--- config.mk ---
export PLATFORM = sky130hd
export DESIGN_NAME = serial_mode_clock_select
export DESIGN_NICKNAME = d
export VERILOG_FILES = /design/src/hdl/serial_mode_clock_select_pkg.sv /design/src/hdl/serial_mode_clock_select.sv
export SDC_FILE = /design/constraint.sdc
export NUM_CORES = 1
export LEC_CHECK = 0
export BUFFER_PORTS_ARGS = -buffer_cell sky130_fd_sc_hd__buf_2
export CELL_PAD_IN_SITES_DETAIL_PLACEMENT = 1
export CELL_PAD_IN_SITES_GLOBAL_PLACEMENT = 1
export CORE_MARGIN = 8
export CORE_UTILIZATION = 50
export CTS_BUF_LIST = sky130_fd_sc_hd__clkbuf_4 sky130_fd_sc_hd__clkbuf_8
export DETAILED_ROUTE_END_ITERATION = 10
export GPL_TIMING_DRIVEN = 0
export PLACE_DENSITY = 0.95
export SYNTH_ARGS = -nofsm -noshare
export SYNTH_HDL_FRONTEND = slang
export SYNTH_SLANG_ARGS = --single-unit
--- constraint.sdc ---
create_clock -name core_clk_i -period 2.7 [get_ports core_clk_i]
set_clock_uncertainty 0.15 [all_clocks]
set_input_delay 0.27 -clock core_clk_i [delete_from_list [all_inputs] [get_ports core_clk_i]]
set_output_delay 0.27 -clock core_clk_i [all_outputs]
set_load 0.02 [all_outputs]
--- src/hdl/serial_mode_clock_select_pkg.sv ---
// Constants and types shared by the serial wire-mode and clock-select block.
`default_nettype none

package serial_mode_clock_select_pkg;

  // Register indices on the plain register port.
  localparam logic [2:0] CTRL_ADDR = 3'h0;
  localparam logic [2:0] PORT_ADDR = 3'h1;
  localparam logic [2:0] DIR_ADDR = 3'h2;
  localparam logic [2:0] DATA_ADDR = 3'h3;
  localparam logic [2:0] STAT_ADDR = 3'h4;
  localparam logic [2:0] PIN_ADDR = 3'h5;

  // Field positions of serial_interface_control.
  localparam int CTRL_WM_HI = 5;
  localparam int CTRL_WM_LO = 4;
  localparam int CTRL_CS_EXT = 3;
  localparam int CTRL_CS_EDGE = 2;
  localparam int CTRL_CLK_STB = 1;
  localparam int CTRL_TOG_STB = 0;

  // Bit positions of the three pins in the port and direction registers, and of DI and CK in the pin register.
  localparam int PIN_DO = 0;
  localparam int PIN_DI = 1;
  localparam int PIN_CK = 2;

  // Field positions of the status register.
  localparam int STAT_START = 7;
  localparam int STAT_WRAP = 6;
  localparam int STAT_CNT_HI = 3;

  // Values after reset, and the counter's top value.
  localparam logic [7:0] DATA_RESET = 8'h00;
  localparam logic [2:0] PORT_RESET = 3'h0;
  localparam logic [2:0] DIR_RESET = 3'h0;
  localparam logic [3:0] CNT_RESET = 4'h0;
  localparam logic [3:0] CNT_MAX = 4'hf;
  localparam logic [7:0] RDATA_RESET = 8'h00;

  typedef enum logic [1:0] {
    WIRE_OFF = 2'b00,
    WIRE_THREE = 2'b01,
    WIRE_TWO = 2'b10,
    WIRE_TWO_HOLD = 2'b11
  } wire_mode_t;

endpackage : serial_mode_clock_select_pkg

`default_nettype wire

--- src/hdl/serial_mode_clock_select.sv ---
// Wire-mode pin control, clock source selection, shift register and counter.
//
// Our own choices: the register offsets and the strobed register port.
`default_nettype none

// Functional notes
// - Mode zero: serial outputs, hold, start detector off.
// - Three-wire: shift output replaces port bit on pin.
// - Three-wire: input and clock pins stay ordinary.
// - Two-wire: open-collector lines, enabled by direction bits.
// - Data line low if shift bit or port zero.
// - Clock line low if port zero or start hold.
// - Two-wire: start detection holds clock until flag cleared.
// - Two-wire: pull-ups off, inputs unaffected.
// - Mode three also holds clock on counter wrap.
// - Inputs work in every mode, even outputs off.
// - External clock: latch opposite edge; internal: transparent.
// - Internal sources: software strobe, timer match.
// - External: edge select; counter both edges or toggle.
// - Software strobe shifts and counts, output same cycle.
// - Strobe shifts in input sampled one cycle earlier.
// - Both strobe bits read back as zero.
// - Toggle strobe inverts clock port bit always.
// - External with strobe set: toggle writes count.
// - Wrap flag set when counter goes fifteen to zero.
// - Data output comes from shift register bit seven.
module serial_mode_clock_select
  import serial_mode_clock_select_pkg::*;
(
  input wire logic core_clk_i,
  input wire logic rst_i,
  input wire logic [2:0] reg_addr_i,
  input wire logic [7:0] reg_wdata_i,
  input wire logic reg_wr_i,
  input wire logic reg_rd_i,
  output logic [7:0] reg_rdata_o,
  input wire logic timer0_match_i,
  input wire logic serial_data_in_i,
  input wire logic serial_clock_pin_i,
  output logic data_out_pin_o,
  output logic data_out_pin_oe_n_o,
  output logic data_out_pin_pullup_o,
  output logic serial_data_in_o,
  output logic serial_data_in_oe_n_o,
  output logic serial_data_in_pullup_o,
  output logic serial_clock_pin_o,
  output logic serial_clock_pin_oe_n_o,
  output logic serial_clock_pin_pullup_o
);

  // Ordinary port pin: drive the port bit when the direction is output,
  // else float with the pull-up following the port bit. Packed {out, oe_n, pullup}.
  function automatic logic [2:0] pin_normal(input logic port_bit, input logic dir_bit);
    pin_normal = {port_bit, ~dir_bit, ~dir_bit & port_bit};
  endfunction : pin_normal

  // Open-collector line: always drives zero, enabled only while pulling low.
  // A released line reads back whatever the bus pull-up and the peer make of it.
  function automatic logic [2:0] pin_open_drain(input logic dir_bit, input logic pull_low);
    pin_open_drain = {1'b0, ~(dir_bit & pull_low), 1'b0};
  endfunction : pin_open_drain

  ////////////////////////////////////////////////////////////////////////////////
  // Pin synchronisers. Logic reads only the second stage and the one after it;
  // the first stage may go metastable and feeds nothing else.

  // The chains reset low, but a line may idle high. Edges are ignored until
  // three real samples of the pins have passed, so no false edge follows reset.
  logic [2:0] sync_fill;
  logic di_meta;
  logic di_sync;
  logic di_prev;
  logic ck_meta;
  logic ck_sync;
  logic ck_prev;

  always_ff @(posedge core_clk_i or posedge rst_i) begin
    if (rst_i) begin
      sync_fill <= 3'h0;
      di_meta <= 1'b0;
      di_sync <= 1'b0;
      di_prev <= 1'b0;
      ck_meta <= 1'b0;
      ck_sync <= 1'b0;
      ck_prev <= 1'b0;
    end else begin
      sync_fill <= {sync_fill[1:0], 1'b1};
      di_meta <= serial_data_in_i;
      di_sync <= di_meta;
      di_prev <= di_sync;
      ck_meta <= serial_clock_pin_i;
      ck_sync <= ck_meta;
      ck_prev <= ck_sync;
    end
  end

  ////////////////////////////////////////////////////////////////////////////////
  // Register state and serial engine.

  wire_mode_t wire_mode;
  logic clk_src_external;
  logic clk_src_edge_sel;
  // With an external source the clock strobe bit is not a strobe: it is kept
  // here and picks toggle writes, not pin edges, as the counter's clock.
  logic counter_sel;
  logic [2:0] port_a_output_reg;
  logic [2:0] port_a_direction_reg;
  logic [7:0] shift_data;
  logic out_latch;
  logic [3:0] counter;
  logic start_cond_flag;
  logic counter_wrap_flag;

  wire_mode_t next_wire_mode;
  logic next_clk_src_external;
  logic next_clk_src_edge_sel;
  logic next_counter_sel;
  logic [2:0] next_port_a_output_reg;
  logic [2:0] next_port_a_direction_reg;
  logic [7:0] next_shift_data;
  logic next_out_latch;
  logic [3:0] next_counter;
  logic next_start_cond_flag;
  logic next_counter_wrap_flag;

  logic wr_ctrl;
  logic wr_stat;
  logic ck_rise;
  logic ck_fall;
  logic shift_evt;
  logic count_evt;
  logic shift_bit;
  logic start_evt;
  logic latch_open;
  logic di_fall;

  always_comb begin
    wr_ctrl = reg_wr_i && (reg_addr_i == CTRL_ADDR);
    wr_stat = reg_wr_i && (reg_addr_i == STAT_ADDR);
    // Edges come from synchronised samples, so each level must last a cycle.
    ck_rise = ck_sync & ~ck_prev & sync_fill[2];
    ck_fall = ~ck_sync & ck_prev & sync_fill[2];
    di_fall = ~di_sync & di_prev & sync_fill[2];

    // Clock source decode. Inputs are always honoured, whatever the wire mode.
    // The software strobe and the timer shift in the older sample, so the bit
    // that stood on the pin before the strobe is the one that lands.
    shift_evt = 1'b0;
    count_evt = 1'b0;
    shift_bit = di_sync;
    unique case ({clk_src_external, clk_src_edge_sel})
      2'b00: begin
        shift_evt = wr_ctrl & reg_wdata_i[CTRL_CLK_STB];
        count_evt = shift_evt;
        shift_bit = di_prev;
      end
      2'b01: begin
        shift_evt = timer0_match_i;
        count_evt = timer0_match_i;
        shift_bit = di_prev;
      end
      2'b10, 2'b11: begin
        shift_evt = clk_src_edge_sel ? ck_fall : ck_rise;
        if (counter_sel) begin
          count_evt = wr_ctrl & reg_wdata_i[CTRL_TOG_STB];
        end else begin
          count_evt = ck_rise | ck_fall;
        end
      end
    endcase

    // Control register. Strobes are acted on and never stored as strobes.
    // The decode above uses the clock source already held, so a strobe in the
    // same write that changes the source still acts under the old source.
    next_wire_mode = wire_mode;
    next_clk_src_external = clk_src_external;
    next_clk_src_edge_sel = clk_src_edge_sel;
    next_counter_sel = counter_sel;
    if (wr_ctrl) begin
      next_wire_mode = wire_mode_t'(reg_wdata_i[CTRL_WM_HI:CTRL_WM_LO]);
      next_clk_src_external = reg_wdata_i[CTRL_CS_EXT];
      next_clk_src_edge_sel = reg_wdata_i[CTRL_CS_EDGE];
      next_counter_sel = reg_wdata_i[CTRL_CS_EXT] & reg_wdata_i[CTRL_CLK_STB];
    end

    next_port_a_output_reg = port_a_output_reg;
    if (reg_wr_i && (reg_addr_i == PORT_ADDR)) begin
      next_port_a_output_reg = reg_wdata_i[2:0];
    end
    // A toggle acts whatever the direction; the pin shows it only when driven.
    if (wr_ctrl && reg_wdata_i[CTRL_TOG_STB]) begin
      next_port_a_output_reg[PIN_CK] = ~port_a_output_reg[PIN_CK];
    end

    next_port_a_direction_reg = port_a_direction_reg;
    if (reg_wr_i && (reg_addr_i == DIR_ADDR)) begin
      next_port_a_direction_reg = reg_wdata_i[2:0];
    end

    // A write in the same cycle as a shift keeps the written value.
    next_shift_data = shift_data;
    if (reg_wr_i && (reg_addr_i == DATA_ADDR)) begin
      next_shift_data = reg_wdata_i;
    end else if (shift_evt) begin
      next_shift_data = {shift_data[6:0], shift_bit};
    end

    // With an external clock the latch is open only in the half period before
    // the sampling edge, so the output moves on the opposite edge.
    if (!clk_src_external) begin
      latch_open = 1'b1;
    end else begin
      latch_open = clk_src_edge_sel ? ck_sync : ~ck_sync;
    end
    next_out_latch = latch_open ? next_shift_data[7] : out_latch;

    // Counter: a software load wins over a count and raises no wrap.
    // The wrap flag is set by counting alone, so a load of fifteen is harmless.
    next_counter = counter;
    next_counter_wrap_flag = counter_wrap_flag;
    if (wr_stat && reg_wdata_i[STAT_WRAP]) begin
      next_counter_wrap_flag = 1'b0;
    end
    if (wr_stat) begin
      next_counter = reg_wdata_i[STAT_CNT_HI:0];
    end else if (count_evt) begin
      next_counter = counter + 4'h1;
      if (counter == CNT_MAX) begin
        next_counter_wrap_flag = 1'b1;
      end
    end

    // Start detector: a start condition in two-wire modes, any clock edge in
    // three-wire mode, nothing while the interface is off.
    unique case (wire_mode)
      WIRE_OFF: start_evt = 1'b0;
      WIRE_THREE: start_evt = ck_rise | ck_fall;
      WIRE_TWO, WIRE_TWO_HOLD: start_evt = di_fall & ck_sync;
    endcase
    next_start_cond_flag = start_cond_flag;
    if (wr_stat && reg_wdata_i[STAT_START]) begin
      next_start_cond_flag = 1'b0;
    end
    if (start_evt) begin
      next_start_cond_flag = 1'b1;
    end
  end

  always_ff @(posedge core_clk_i or posedge rst_i) begin
    if (rst_i) begin
      wire_mode <= WIRE_OFF;
      clk_src_external <= 1'b0;
      clk_src_edge_sel <= 1'b0;
      counter_sel <= 1'b0;
      port_a_output_reg <= PORT_RESET;
      port_a_direction_reg <= DIR_RESET;
      shift_data <= DATA_RESET;
      out_latch <= 1'b0;
      counter <= CNT_RESET;
      start_cond_flag <= 1'b0;
      counter_wrap_flag <= 1'b0;
    end else begin
      wire_mode <= next_wire_mode;
      clk_src_external <= next_clk_src_external;
      clk_src_edge_sel <= next_clk_src_edge_sel;
      counter_sel <= next_counter_sel;
      port_a_output_reg <= next_port_a_output_reg;
      port_a_direction_reg <= next_port_a_direction_reg;
      shift_data <= next_shift_data;
      out_latch <= next_out_latch;
      counter <= next_counter;
      start_cond_flag <= next_start_cond_flag;
      counter_wrap_flag <= next_counter_wrap_flag;
    end
  end

  ////////////////////////////////////////////////////////////////////////////////
  // Pin drivers. Each pin is registered, so it follows its cause by one cycle.
  // Each pin is kept as {value, enable_n, pull-up} so one function sets a whole pin.

  logic [2:0] do_pin;
  logic [2:0] di_pin;
  logic [2:0] ck_pin;
  logic [2:0] next_do_pin;
  logic [2:0] next_di_pin;
  logic [2:0] next_ck_pin;
  logic scl_pull_low;

  always_comb begin
    next_do_pin = pin_normal(port_a_output_reg[PIN_DO], port_a_direction_reg[PIN_DO]);
    next_di_pin = pin_normal(port_a_output_reg[PIN_DI], port_a_direction_reg[PIN_DI]);
    next_ck_pin = pin_normal(port_a_output_reg[PIN_CK], port_a_direction_reg[PIN_CK]);
    // The clock line is held low while software still owes an answer: a pending
    // start flag, or in the holding mode a counter wrap. The peer's clock is
    // stretched until the flag is cleared.
    scl_pull_low = ~port_a_output_reg[PIN_CK] | start_cond_flag;
    if (wire_mode == WIRE_TWO_HOLD) begin
      scl_pull_low = scl_pull_low | counter_wrap_flag;
    end
    unique case (wire_mode)
      WIRE_OFF: begin
        // All three pins stay ordinary port pins, as set up above.
        next_do_pin = pin_normal(port_a_output_reg[PIN_DO],
                                 port_a_direction_reg[PIN_DO]);
      end
      WIRE_THREE: begin
        next_do_pin[2] = out_latch;
      end
      WIRE_TWO, WIRE_TWO_HOLD: begin
        next_di_pin = pin_open_drain(port_a_direction_reg[PIN_DI],
                                     ~out_latch | ~port_a_output_reg[PIN_DI]);
        next_ck_pin = pin_open_drain(port_a_direction_reg[PIN_CK], scl_pull_low);
      end
    endcase
  end

  always_ff @(posedge core_clk_i or posedge rst_i) begin
    if (rst_i) begin
      do_pin <= 3'b010;
      di_pin <= 3'b010;
      ck_pin <= 3'b010;
    end else begin
      do_pin <= next_do_pin;
      di_pin <= next_di_pin;
      ck_pin <= next_ck_pin;
    end
  end

  assign data_out_pin_o = do_pin[2];
  assign data_out_pin_oe_n_o = do_pin[1];
  assign data_out_pin_pullup_o = do_pin[0];
  assign serial_data_in_o = di_pin[2];
  assign serial_data_in_oe_n_o = di_pin[1];
  assign serial_data_in_pullup_o = di_pin[0];
  assign serial_clock_pin_o = ck_pin[2];
  assign serial_clock_pin_oe_n_o = ck_pin[1];
  assign serial_clock_pin_pullup_o = ck_pin[0];

  ////////////////////////////////////////////////////////////////////////////////
  // Read port. Unmapped addresses read zero.
  // Read data stand one cycle only, so a stale value is never taken for a fresh one.

  logic [7:0] next_rdata;

  always_comb begin
    next_rdata = RDATA_RESET;
    if (reg_rd_i) begin
      unique case (reg_addr_i)
        CTRL_ADDR: next_rdata = {2'b00, wire_mode, clk_src_external, clk_src_edge_sel,
                                 2'b00};
        PORT_ADDR: next_rdata = {5'h00, port_a_output_reg};
        DIR_ADDR: next_rdata = {5'h00, port_a_direction_reg};
        DATA_ADDR: next_rdata = shift_data;
        STAT_ADDR: next_rdata = {start_cond_flag, counter_wrap_flag, 2'b00, counter};
        PIN_ADDR: next_rdata = {5'h00, ck_sync, di_sync, 1'b0};
        default: next_rdata = RDATA_RESET;
      endcase
    end
  end

  always_ff @(posedge core_clk_i or posedge rst_i) begin
    if (rst_i) begin
      reg_rdata_o <= RDATA_RESET;
    end else begin
      reg_rdata_o <= next_rdata;
    end
  end

endmodule : serial_mode_clock_select

`default_nettype wire

==> key figures, run 1 <==
Run status
  – Run status: finished clean

Critical path
  – Crit path DAT: 2.01 ns
  – CP max stage cell: dfrtp_1
  – Worst Setup Start Kind: register
  – Worst reg2reg path depth: 6
  – Setup crit end kind: register
  – Largest stage delay, worst path: 0.53 ns
  – Worst path required time: 2.71 ns
  – Kind of critical path: reg2reg
  – Worst path cell trace: nor2b_1 -> a221o_2 -> a21boi_2 -> buf_4 -> mux2i_1 -> a21oi_1
  – Reg2reg setup slack: 0.69 ns
  – RR Endpoint: shift_data[3]$_DFFE_PP0P_
  – Crit-path max FO: 10
  – R2r startpoint: clk_src_edge_sel$_DFFE_PP0N_

Power
  – Pwr/cell area: 848 nW/um2
  – Sw frac: 0.331
  – Combinational power share: 0.259
  – Static leakage: 1.26 nW
  – Seq pwr share: 0.500
  – Power Total: 2.33 mW
  – Maximum VDD drop: 0.000417 V
  – NetSw: 0.769 mW
  – Clock network power share: 0.241
  – Int Pwr: 1.56 mW

Synthesis
  – Yosys cell types: 40
  – Mapped Cells: 214
  – Fraction of registers with async set/reset: 1.00
  – Post-synth EDFFs: 0
  – Synth Cell Area: 2340 um2
  – Synthesized Nets: 233
  – Prevailing post-synth register cell: dfrtp_1
  – Seq/Total Area, Yosys: 0.557
  – Mean Syn Cell Area: 11.0 um2
  – Number of synthesized register bits: 52
  – Synthesis warning total: 0

Clocking
  – H-tree levels: 2
  – Clock slew at reported path FFs: 0.09 ns
  – TritonCTS clock tree: done
  – Worst skew pair latency: 0.31 ns
  – Num CTS Buffers: 5
  – Root buffer cell: clkbuf_8
  – CTS Buffer Depth: 2
  – Sink Count: 52
  – PostCTS Resize Cnt: 0

Global route
  – GRT Overall Usage: 0.189
  – First-pass GRT wire length: 10.6 mm
  – Largest net degree at the start of global routing: 28
  – Number of global-route vias before repair: 2,107
  – Remaining Overflow, GRT: 0
  – Initial antenna violation count: 0

Die
  – Row count: 25
  – DIE HEIGHT: 84.5 um
  – Die ar.: 7130 um2
  – Die X: 84.5 um
  – Core area: 4630 um2
  – Total I/O pin count: 35
  – Initial Util: 0.506

Route
  – Via Count: 1,840
  – WL per Instance: 20.2 um
  – Remaining antenna violation count: 0
  – DRC: 0
  – Routed vias/inst: 5.90
  – 1st-pass router iterations: 4
  – DRT iter0 DRCs: 93
  – DRT Wirelength: 6.30 mm

STA
  – Tmin final: 2.01 ns
  – Final Setup Violations: 0
  – RSZ-0062 raised after global routing: no
  – Period utilization: 0.744
  – Fin Setup TNS: 0 ns
  – Max Fclk: 498 MHz
  – Pins Over Slew Limit: 0
  – Max-slew headroom: 0.600
  – Hold violation total from the final report: 0
  – Slew @ Worst Pin: 0.599 ns

Placed design
  – Port Buffers: 32
  – Placed Area: 2590 um2
  – Detailed Place HPWL: 4.71 mm
  – Gpl congestion: 0.873

Min path
  – Tightest Hold Check Type: in2reg
  – Hold Path Cell Cnt: 2
  – Worst hold path endpoint: counter_wrap_flag$_DFF_PP0_
  – Hold path startpoint: reg_wdata_i[6]

Cells and area
  – Fin area: 2740 um2
  – # diodes: 0
  – Layout Area Growth over Synthesis: 17.0%
  – Regs by FF count: reg_rdata_o x8, shift_data x8, counter x4
  – Nets: 276
  – Share of layout cells above drive strength 1: 0.248

Flow run
  – Max_cap viols: 0
==> critical path, delay by kind of cell (launching register included) <==
kind / cells / cell delay, ns
flops: 1 / 0.53
simple gates: 1 / 0.09
mux: 1 / 0.21
buf+inv: 1 / 0.19
compound gates: 3 / 0.68
==> cell families after synthesis <==
family          count (synthesis)  share of synthesized area
compound gates                 44                      0.123
xor+xnor                        4                     0.0150
fa+ha+maj                       1                    0.00534
buf+inv                        15                     0.0320
flops                          52                      0.557
mux                            20                     0.0913
other cells                     1                    0.00160
simple gates                   77                      0.175
==> what timing repair did <==
item | in CTS | in global routing
hold buffers | 3 | 0
endpoints found under the hold margin | 27 | 0
endpoints found under the setup margin | 0 | 0
buffers inserted | 0 | 0
==> worst max path at each step <==
| stage | cells after the start | end | startpoint | slack (ns) |
|---|---|---|---|---|
| 6_report | 6 | shift_data[3]$_DFFE_PP0P_ | clk_src_edge_sel$_DFFE_PP0N_ | 0.69 |
| 5_1_grt | 7 | shift_data[3]$_DFFE_PP0P_ | reg_addr_i[1] | 0.59 |
| 4_1_cts | 7 | shift_data[3]$_DFFE_PP0P_ | reg_addr_i[1] | 0.68 |
| 3_5_place_dp | 7 | shift_data[5]$_DFFE_PP0P_ | reg_addr_i[1] | 0.45 |
| 3_3_place_gp | 2 | ck_pin[0]$_DFF_PP0_ | rst_i | 0.44 |
| 2_1_floorplan | 7 | shift_data[1]$_DFFE_PP0P_ | reg_addr_i[1] | 0.78 |
==> power by group through the flow <==
stage | sequential (mW) | combinational (mW) | clock (mW)
finish | 1.16 | 0.604 | 0.560
detailed placement | 1.18 | 0.594 | 0
global route | 1.19 | 0.668 | 0.598
floorplan | 1.16 | 0.380 | 0
CTS | 1.16 | 0.611 | 0.570
global placement | 1.16 | 0.551 | 0
==> layout make-up <==
| type | count | area, um2 |
|---|---|---|
| plain buffers | 9 | 52.6 |
| clock buffers | 6 | 82.6 |
| clock inverters | 2 | 38.8 |
| fillers | 508 | 1890 |
| inverters | 6 | 22.5 |
| multi-input cells | 147 | 963 |
| flip-flops and latches | 52 | 1310 |
| well taps | 54 | 67.6 |
| repair buffers | 36 | 210 |
==> Yosys cell counts (all sizes together) (4+ instances only) <==
cell    instances  area [um2]
nor2b          12        75.1
a21oi          11        55.1
o21ai          14        73.8
mux2i           9        90.1
clkbuf          6        22.5
nor2           15        56.3
dfrtp          49        1230
mux2           11         124
nand2          22        82.6
nand2b          7        43.8
inv             6        22.5
nand3           8        40.0
a22oi           4        30.0
==> stage by stage <==
stage / instances / hold WS [ns] / utilization / worst slack, ns
6_report: 312 / 0.00773 / 0.592 / 0.692
3_5_place_dp: 301 / 0.186 / 0.560 / 0.455
2_1_floorplan: 214 / 0.151 / - / 0.782
4_1_cts: 312 / 0.00561 / 0.592 / 0.680
3_3_place_gp: 300 / 0.181 / 0.555 / 0.442
5_1_grt: 312 / 0.0105 / 0.592 / 0.593
==> cells in the final DEF (no fill, tap or decap), drive strengths merged, types with 2 or more instances in the layout <==
| cell | synthesis | routed |
|---|---|---|
| clkbuf | 6 | 12 |
| nor2b | 12 | 12 |
| and3b | 2 | 2 |
| buf | 3 | 36 |
| nor3b | 2 | 2 |
| a22oi | 4 | 4 |
| nand3b | 3 | 3 |
| dfrtp | 49 | 49 |
| inv | 6 | 6 |
| nand2b | 7 | 7 |
| xor2 | 3 | 3 |
| o211ai | 2 | 2 |
| a22o | 3 | 3 |
| nand3 | 8 | 8 |
| a21oi | 11 | 11 |
| mux2 | 11 | 11 |
| mux2i | 9 | 9 |
| nand2 | 22 | 22 |
| dfstp | 3 | 3 |
| nor2 | 15 | 15 |
| a2bb2oi | 2 | 2 |
| nor3 | 2 | 2 |
| o21ai | 14 | 14 |
| dlygate4sd3 | 0 | 3 |
==> routing by layer <==
metal / wire length (um) / up-vias / part of all wire / GRT usage
li1: - / 829 / - / -
met1: 2410 / 917 / 0.38 / 0.211
met2: 3260 / 74 / 0.52 / 0.327
met3: 414 / 20 / 0.066 / 0.0488
met4: 216 / 0 / 0.034 / 0.0922
met5: 0 / - / 0 / 0
No activity file was read; power rests on OpenSTA's default activity.
==> run 2: changes to the inputs <==
Settings changed: CORE_UTILIZATION 50 to 42, PLACE_DENSITY 0.95 to 0.88.
Clock period 2.7 ns to 1.82 ns, I/O delays scaled along.
==> key figures, run 2 (synthesis gave the netlist of run 1 again) <==
Placed design
  – Gpl congestion: 0.865
  – Port Buffers: 32
  – Dpl ws: -0.372 ns
  – Detailed Place HPWL: 4.44 mm
  – Post-Place Cells: 319
  – Placed Area: 2610 um2

Clocking
  – Num CTS Buffers: 5
  – Root buffer cell: clkbuf_8
  – CTS Buffer Depth: 2
  – Clock slew at reported path FFs: 0.09 ns
  – Sink Count: 52
  – Worst skew pair latency: 0.30 ns
  – H-tree levels: 2
  – TritonCTS clock tree: done

Route
  – Remaining antenna violation count: 0
  – 1st-pass router iterations: 4
  – Via Count: 1,797
  – WL per Instance: 17.4 um
  – DRT iter0 DRCs: 101
  – Routed vias/inst: 5.30
  – DRC: 0
  – DRT Wirelength: 5.89 mm

Critical path
  – Reg2reg setup slack: 0.06 ns
  – Worst path required time: 1.88 ns
  – RR Endpoint: shift_data[2]$_DFFE_PP0P_
  – Crit-path max FO: 10
  – Crit path DAT: 1.81 ns
  – Largest stage delay, worst path: 0.45 ns
  – Setup crit end kind: register
  – Kind of critical path: reg2reg
  – Worst Setup Start Kind: register
  – Worst reg2reg path depth: 5
  – CP max stage cell: dfrtp_2
  – R2r startpoint: clk_src_edge_sel$_DFFE_PP0N_
  – Worst path cell trace: a221o_2 -> a21boi_2 -> buf_6 -> mux2i_1 -> a21oi_1

Die
  – Die ar.: 8230 um2
  – DIE HEIGHT: 90.7 um
  – Initial Util: 0.431
  – Row count: 27
  – Total I/O pin count: 35
  – Core area: 5440 um2
  – Die X: 90.7 um

Min path
  – Hold Path Cell Cnt: 2
  – Hold path startpoint: reg_rd_i
  – Worst hold path endpoint: reg_rdata_o[1]$_DFF_PP0_
  – Tightest Hold Check Type: in2reg

Power
  – Int Pwr: 2.21 mW
  – Seq pwr share: 0.516
  – Pwr/cell area: 1180 nW/um2
  – Sw frac: 0.336
  – Static leakage: 1.29 nW
  – Power Total: 3.33 mW
  – Clock network power share: 0.210
  – Combinational power share: 0.274
  – NetSw: 1.12 mW
  – Maximum VDD drop: 0.000543 V

Cells and area
  – Share of layout cells above drive strength 1: 0.270
  – Fin area: 2830 um2
  – Commonest non-fill, non-tap cell in the layout: dfrtp_1
  – Regs by FF count: reg_rdata_o x8, shift_data x8, counter x4
  – # diodes: 0
  – Nets: 285
  – Final core occ: 0.521
  – Commonest non-fill, non-tap cells in the layout: dfrtp_1 (47), buf_2 (32), nand2_1 (22), nor2_1 (15)
  – Final cell count without fillers: 339
  – Layout Area Growth over Synthesis: 20.9%

STA
  – Pins Over Slew Limit: 0
  – Slew @ Worst Pin: 0.516 ns
  – Hold violation total from the final report: 0
  – Fin Setup TNS: 0 ns
  – Tmin final: 1.76 ns
  – Final WS setup: 0.0639 ns
  – Max-slew headroom: 0.654
  – Max Fclk: 569 MHz
  – RSZ-0062 raised after global routing: no
  – Period utilization: 0.965
  – Final Setup Violations: 0
  – Hold Slack: 0.0147 ns

Global route
  – Number of global-route vias before repair: 1,944
  – Largest net degree at the start of global routing: 35
  – GRT Overall Usage: 0.144
  – Remaining Overflow, GRT: 0
  – Initial antenna violation count: 0
  – First-pass GRT wire length: 9.66 mm

Flow run
  – Max_cap viols: 0

Run status
  – Run status: finished clean
[run 2: worst max path at each step]
stage	startpoint	end	slack [ns]	cells after the start
3_3_place_gp	rst_i	counter[3]$_DFFE_PP0P_	-0.33	2
3_5_place_dp	reg_addr_i[2]	shift_data[2]$_DFFE_PP0P_	-0.37	7
4_1_cts	clk_src_edge_sel$_DFFE_PP0N_	out_latch$_DFFE_PP0P_	0.008	5
5_1_grt	clk_src_edge_sel$_DFFE_PP0N_	shift_data[5]$_DFFE_PP0P_	0.02	6
6_report	clk_src_edge_sel$_DFFE_PP0N_	shift_data[2]$_DFFE_PP0P_	0.06	5
2_1_floorplan	reg_addr_i[0]	counter[3]$_DFFE_PP0P_	0.002	6
[run 2: worst max-delay path, delay by kind of cell (launching register included)]
| family | cells | cell delay (ns) |
|---|---|---|
| buffers and inverters | 1 | 0.16 |
| multiplexers | 1 | 0.12 |
| AO/OA/AOI/OAI | 3 | 0.79 |
| flip-flops | 1 | 0.45 |
[run 2: power groups by stage]
stage	Combinational (mW)	Clock, mW	Sequential, mW
floorplan	0.564	0	1.72
global placement	0.820	0	1.72
detailed placement	0.870	0	1.74
CTS	0.900	0.718	1.72
global route	1.01	0.744	1.76
finish	0.913	0.699	1.72
[run 2: area by class of cell]
type,instances,area [um2]
clock inverter,1,7.51
timing repair buffer,45,288
sequential,52,1310
buffer,9,56.3
multi-input combinational,147,971
clock buffer,7,90.1
inverter,6,22.5
tap,72,90.1
fill,608,2610
[run 2: per-layer routing]
metal,up-vias,wire length (um),track usage,part of all wire
li1,843,-,-,-
met2,47,2870,0.242,0.49
met3,12,327,0.0391,0.056
met4,0,118,0.0499,0.020
met1,895,2570,0.174,0.44
met5,-,0,0,0
[run 2: repair_timing]
action	4_1_cts	5_1_grt
endpoints found under the hold margin	24	0
endpoints found under the setup margin	8	3
resized for setup	3	2
setup buffers	3	2
pin swaps	1	0
hold buffers	7	0
==> run 3: changes to the inputs <==
Clock period 1.82 ns to 1.4 ns, I/O delays scaled along.
==> key figures, run 3 (synthesis gave the netlist of run 1 again) <==
Run status
  – Run status: finished, violations left
  – Violated checks: hold timing, setup timing

Route
  – DRT Wirelength: 6.82 mm
  – DRT iter0 DRCs: 146
  – 1st-pass router iterations: 4
  – WL per Instance: 19.6 um
  – Remaining antenna violation count: 0
  – Via Count: 1,938
  – DRC: 0
  – Routed vias/inst: 5.59

Power
  – Int Pwr: 3.07 mW
  – Sw frac: 0.345
  – Combinational power share: 0.317
  – Power Total: 4.69 mW
  – Pwr/cell area: 1550 nW/um2
  – Static leakage: 1.36 nW
  – NetSw: 1.62 mW
  – Seq pwr share: 0.489
  – Clock network power share: 0.195
  – Maximum VDD drop: 0.00106 V

Die
  – Initial Util: 0.431
  – Die X: 90.7 um
  – Total I/O pin count: 35
  – DIE HEIGHT: 90.7 um
  – Row count: 27
  – Core area: 5440 um2
  – Die ar.: 8230 um2

STA
  – Hold Slack: -0.0748 ns
  – Tmin final: 1.81 ns
  – RSZ-0062 raised after global routing: yes
  – Hold violation total from the final report: 49
  – Final WS setup: -0.405 ns
  – Max-slew headroom: 0.272
  – Pins Over Slew Limit: 0
  – Max Fclk: 554 MHz
  – Period utilization: 1.29
  – Slew @ Worst Pin: 1.09 ns
  – Final Setup Violations: 15

Global route
  – First-pass GRT wire length: 11.3 mm
  – Remaining Overflow, GRT: 0
  – Number of global-route vias before repair: 2,175
  – Largest net degree at the start of global routing: 53
  – GRT Overall Usage: 0.172
  – Initial antenna violation count: 0

Clocking
  – Worst skew pair latency: 0.30 ns
  – Num CTS Buffers: 5
  – Sink Count: 52
  – H-tree levels: 2
  – CTS Buffer Depth: 2
  – Root buffer cell: clkbuf_8
  – Clock slew at reported path FFs: 0.09 ns
  – TritonCTS clock tree: done

Critical path
  – Worst Setup Start Kind: register
  – Setup crit end kind: register
  – Crit path DAT: 1.86 ns
  – Worst path required time: 1.46 ns
  – RR Endpoint: shift_data[7]$_DFF_PP0_
  – CP max stage cell: dfrtp_2
  – Worst reg2reg path depth: 6
  – Kind of critical path: reg2reg
  – Largest stage delay, worst path: 0.43 ns
  – R2r startpoint: clk_src_edge_sel$_DFFE_PP0N_
  – Reg2reg setup slack: -0.41 ns
  – Crit-path max FO: 6
  – Worst path cell trace: nor2b_1 -> a221o_2 -> a21boi_4 -> buf_6 -> nand2b_4 -> a31oi_1

Min path
  – Tightest Hold Check Type: in2async

Placed design
  – Port Buffers: 32
  – Detailed Place HPWL: 4.52 mm
  – Dpl ws: -0.784 ns
  – Gpl congestion: 0.822

Cells and area
  – Layout Area Growth over Synthesis: 28.9%
  – Commonest non-fill, non-tap cells in the layout: dfrtp_1 (43), buf_2 (32), nand2_1 (22), nor2_1 (15), nor2b_1 (12)
  – Nets: 293
  – Commonest non-fill, non-tap cell in the layout: dfrtp_1
  – # fillers: 603
  – Regs by FF count: reg_rdata_o x8, shift_data x8, counter x4
  – Share of layout cells above drive strength 1: 0.349
  – # diodes: 0

Flow run
  – Max_cap viols: 0
## run 3: changes by cell type in the layout (fill, tap and decap cells not counted), sizes merged
cell,delta
buf,+5
dlygate4sd3,+3
clkbuf,+1
inv,-1
## run 3: area by class of cell
class | instances | area (um2) | share of cell area
clock buffers | 8 | 97.6 | 0.0323
multi-input cells | 147 | 1070 | 0.355
well taps | 72 | 90.1 | 0.0298
inverters | 6 | 26.3 | 0.00870
repair buffers | 54 | 370 | 0.123
plain buffers | 8 | 51.3 | 0.0170
flip-flops and latches | 52 | 1310 | 0.434
## run 3: metal layers
layer  vias to the layer above  track usage  wire, um
met5                         -            0         0
met4                         0       0.0638       186
met3                        22       0.0466       348
met2                        68        0.303      3550
met1                       987        0.193      2740
li1                        861            -         -
## run 3: through the flow
stage,util,setup TNS (ns),hold WS [ns],area (um2),cells
global route,0.556,-5.34,0.0218,3020,347
floorplan,-,-4.05,0.0214,2360,214
detailed placement,0.480,-11.05,0.103,2610,318
finish,0.556,-4.20,-0.0748,3020,347
global placement,0.480,-10.01,0.0985,2610,318
CTS,0.541,-3.75,-0.0300,2940,345
## run 3: power groups by stage
stage | clock, mW | combinational, mW | sequential (mW)
finish | 0.913 | 1.49 | 2.29
global route | 0.985 | 1.62 | 2.33
CTS | 0.932 | 1.33 | 2.26
detailed placement | 0 | 1.15 | 2.28
global placement | 0 | 1.08 | 2.24
floorplan | 0 | 0.747 | 2.24
## run 3: critical path: cells and delay by family, from the launching register on
| family | cells | cell delay, ns |
|---|---|---|
| AOI/OAI and AO/OA | 3 | 0.77 |
| DFF | 1 | 0.43 |
| and+or+nand+nor | 2 | 0.21 |
| buffers and inverters | 1 | 0.15 |
## run 3: how the worst max path moves through the flow
stage | start | end | slack (ns) | depth (start not counted)
global route | clk_src_edge_sel$_DFFE_PP0N_ | shift_data[7]$_DFF_PP0_ | -0.47 | 6
global placement | reg_addr_i[2] | shift_data[5]$_DFFE_PP0P_ | -0.70 | 7
detailed placement | reg_addr_i[2] | shift_data[6]$_DFFE_PP0P_ | -0.78 | 7
finish | clk_src_edge_sel$_DFFE_PP0N_ | shift_data[7]$_DFF_PP0_ | -0.41 | 6
floorplan | reg_addr_i[0] | shift_data[1]$_DFFE_PP0P_ | -0.37 | 7
CTS | clk_src_edge_sel$_DFFE_PP0N_ | shift_data[6]$_DFFE_PP0P_ | -0.31 | 5
## run 3: what timing repair did
action | CTS | global route
hold endpoints to repair | 71 | 0
pin swaps | 10 | 3
setup endpoints to repair | 16 | 22
resized for setup | 15 | 20
hold buffers | 10 | 0
setup buffers | 11 | 2
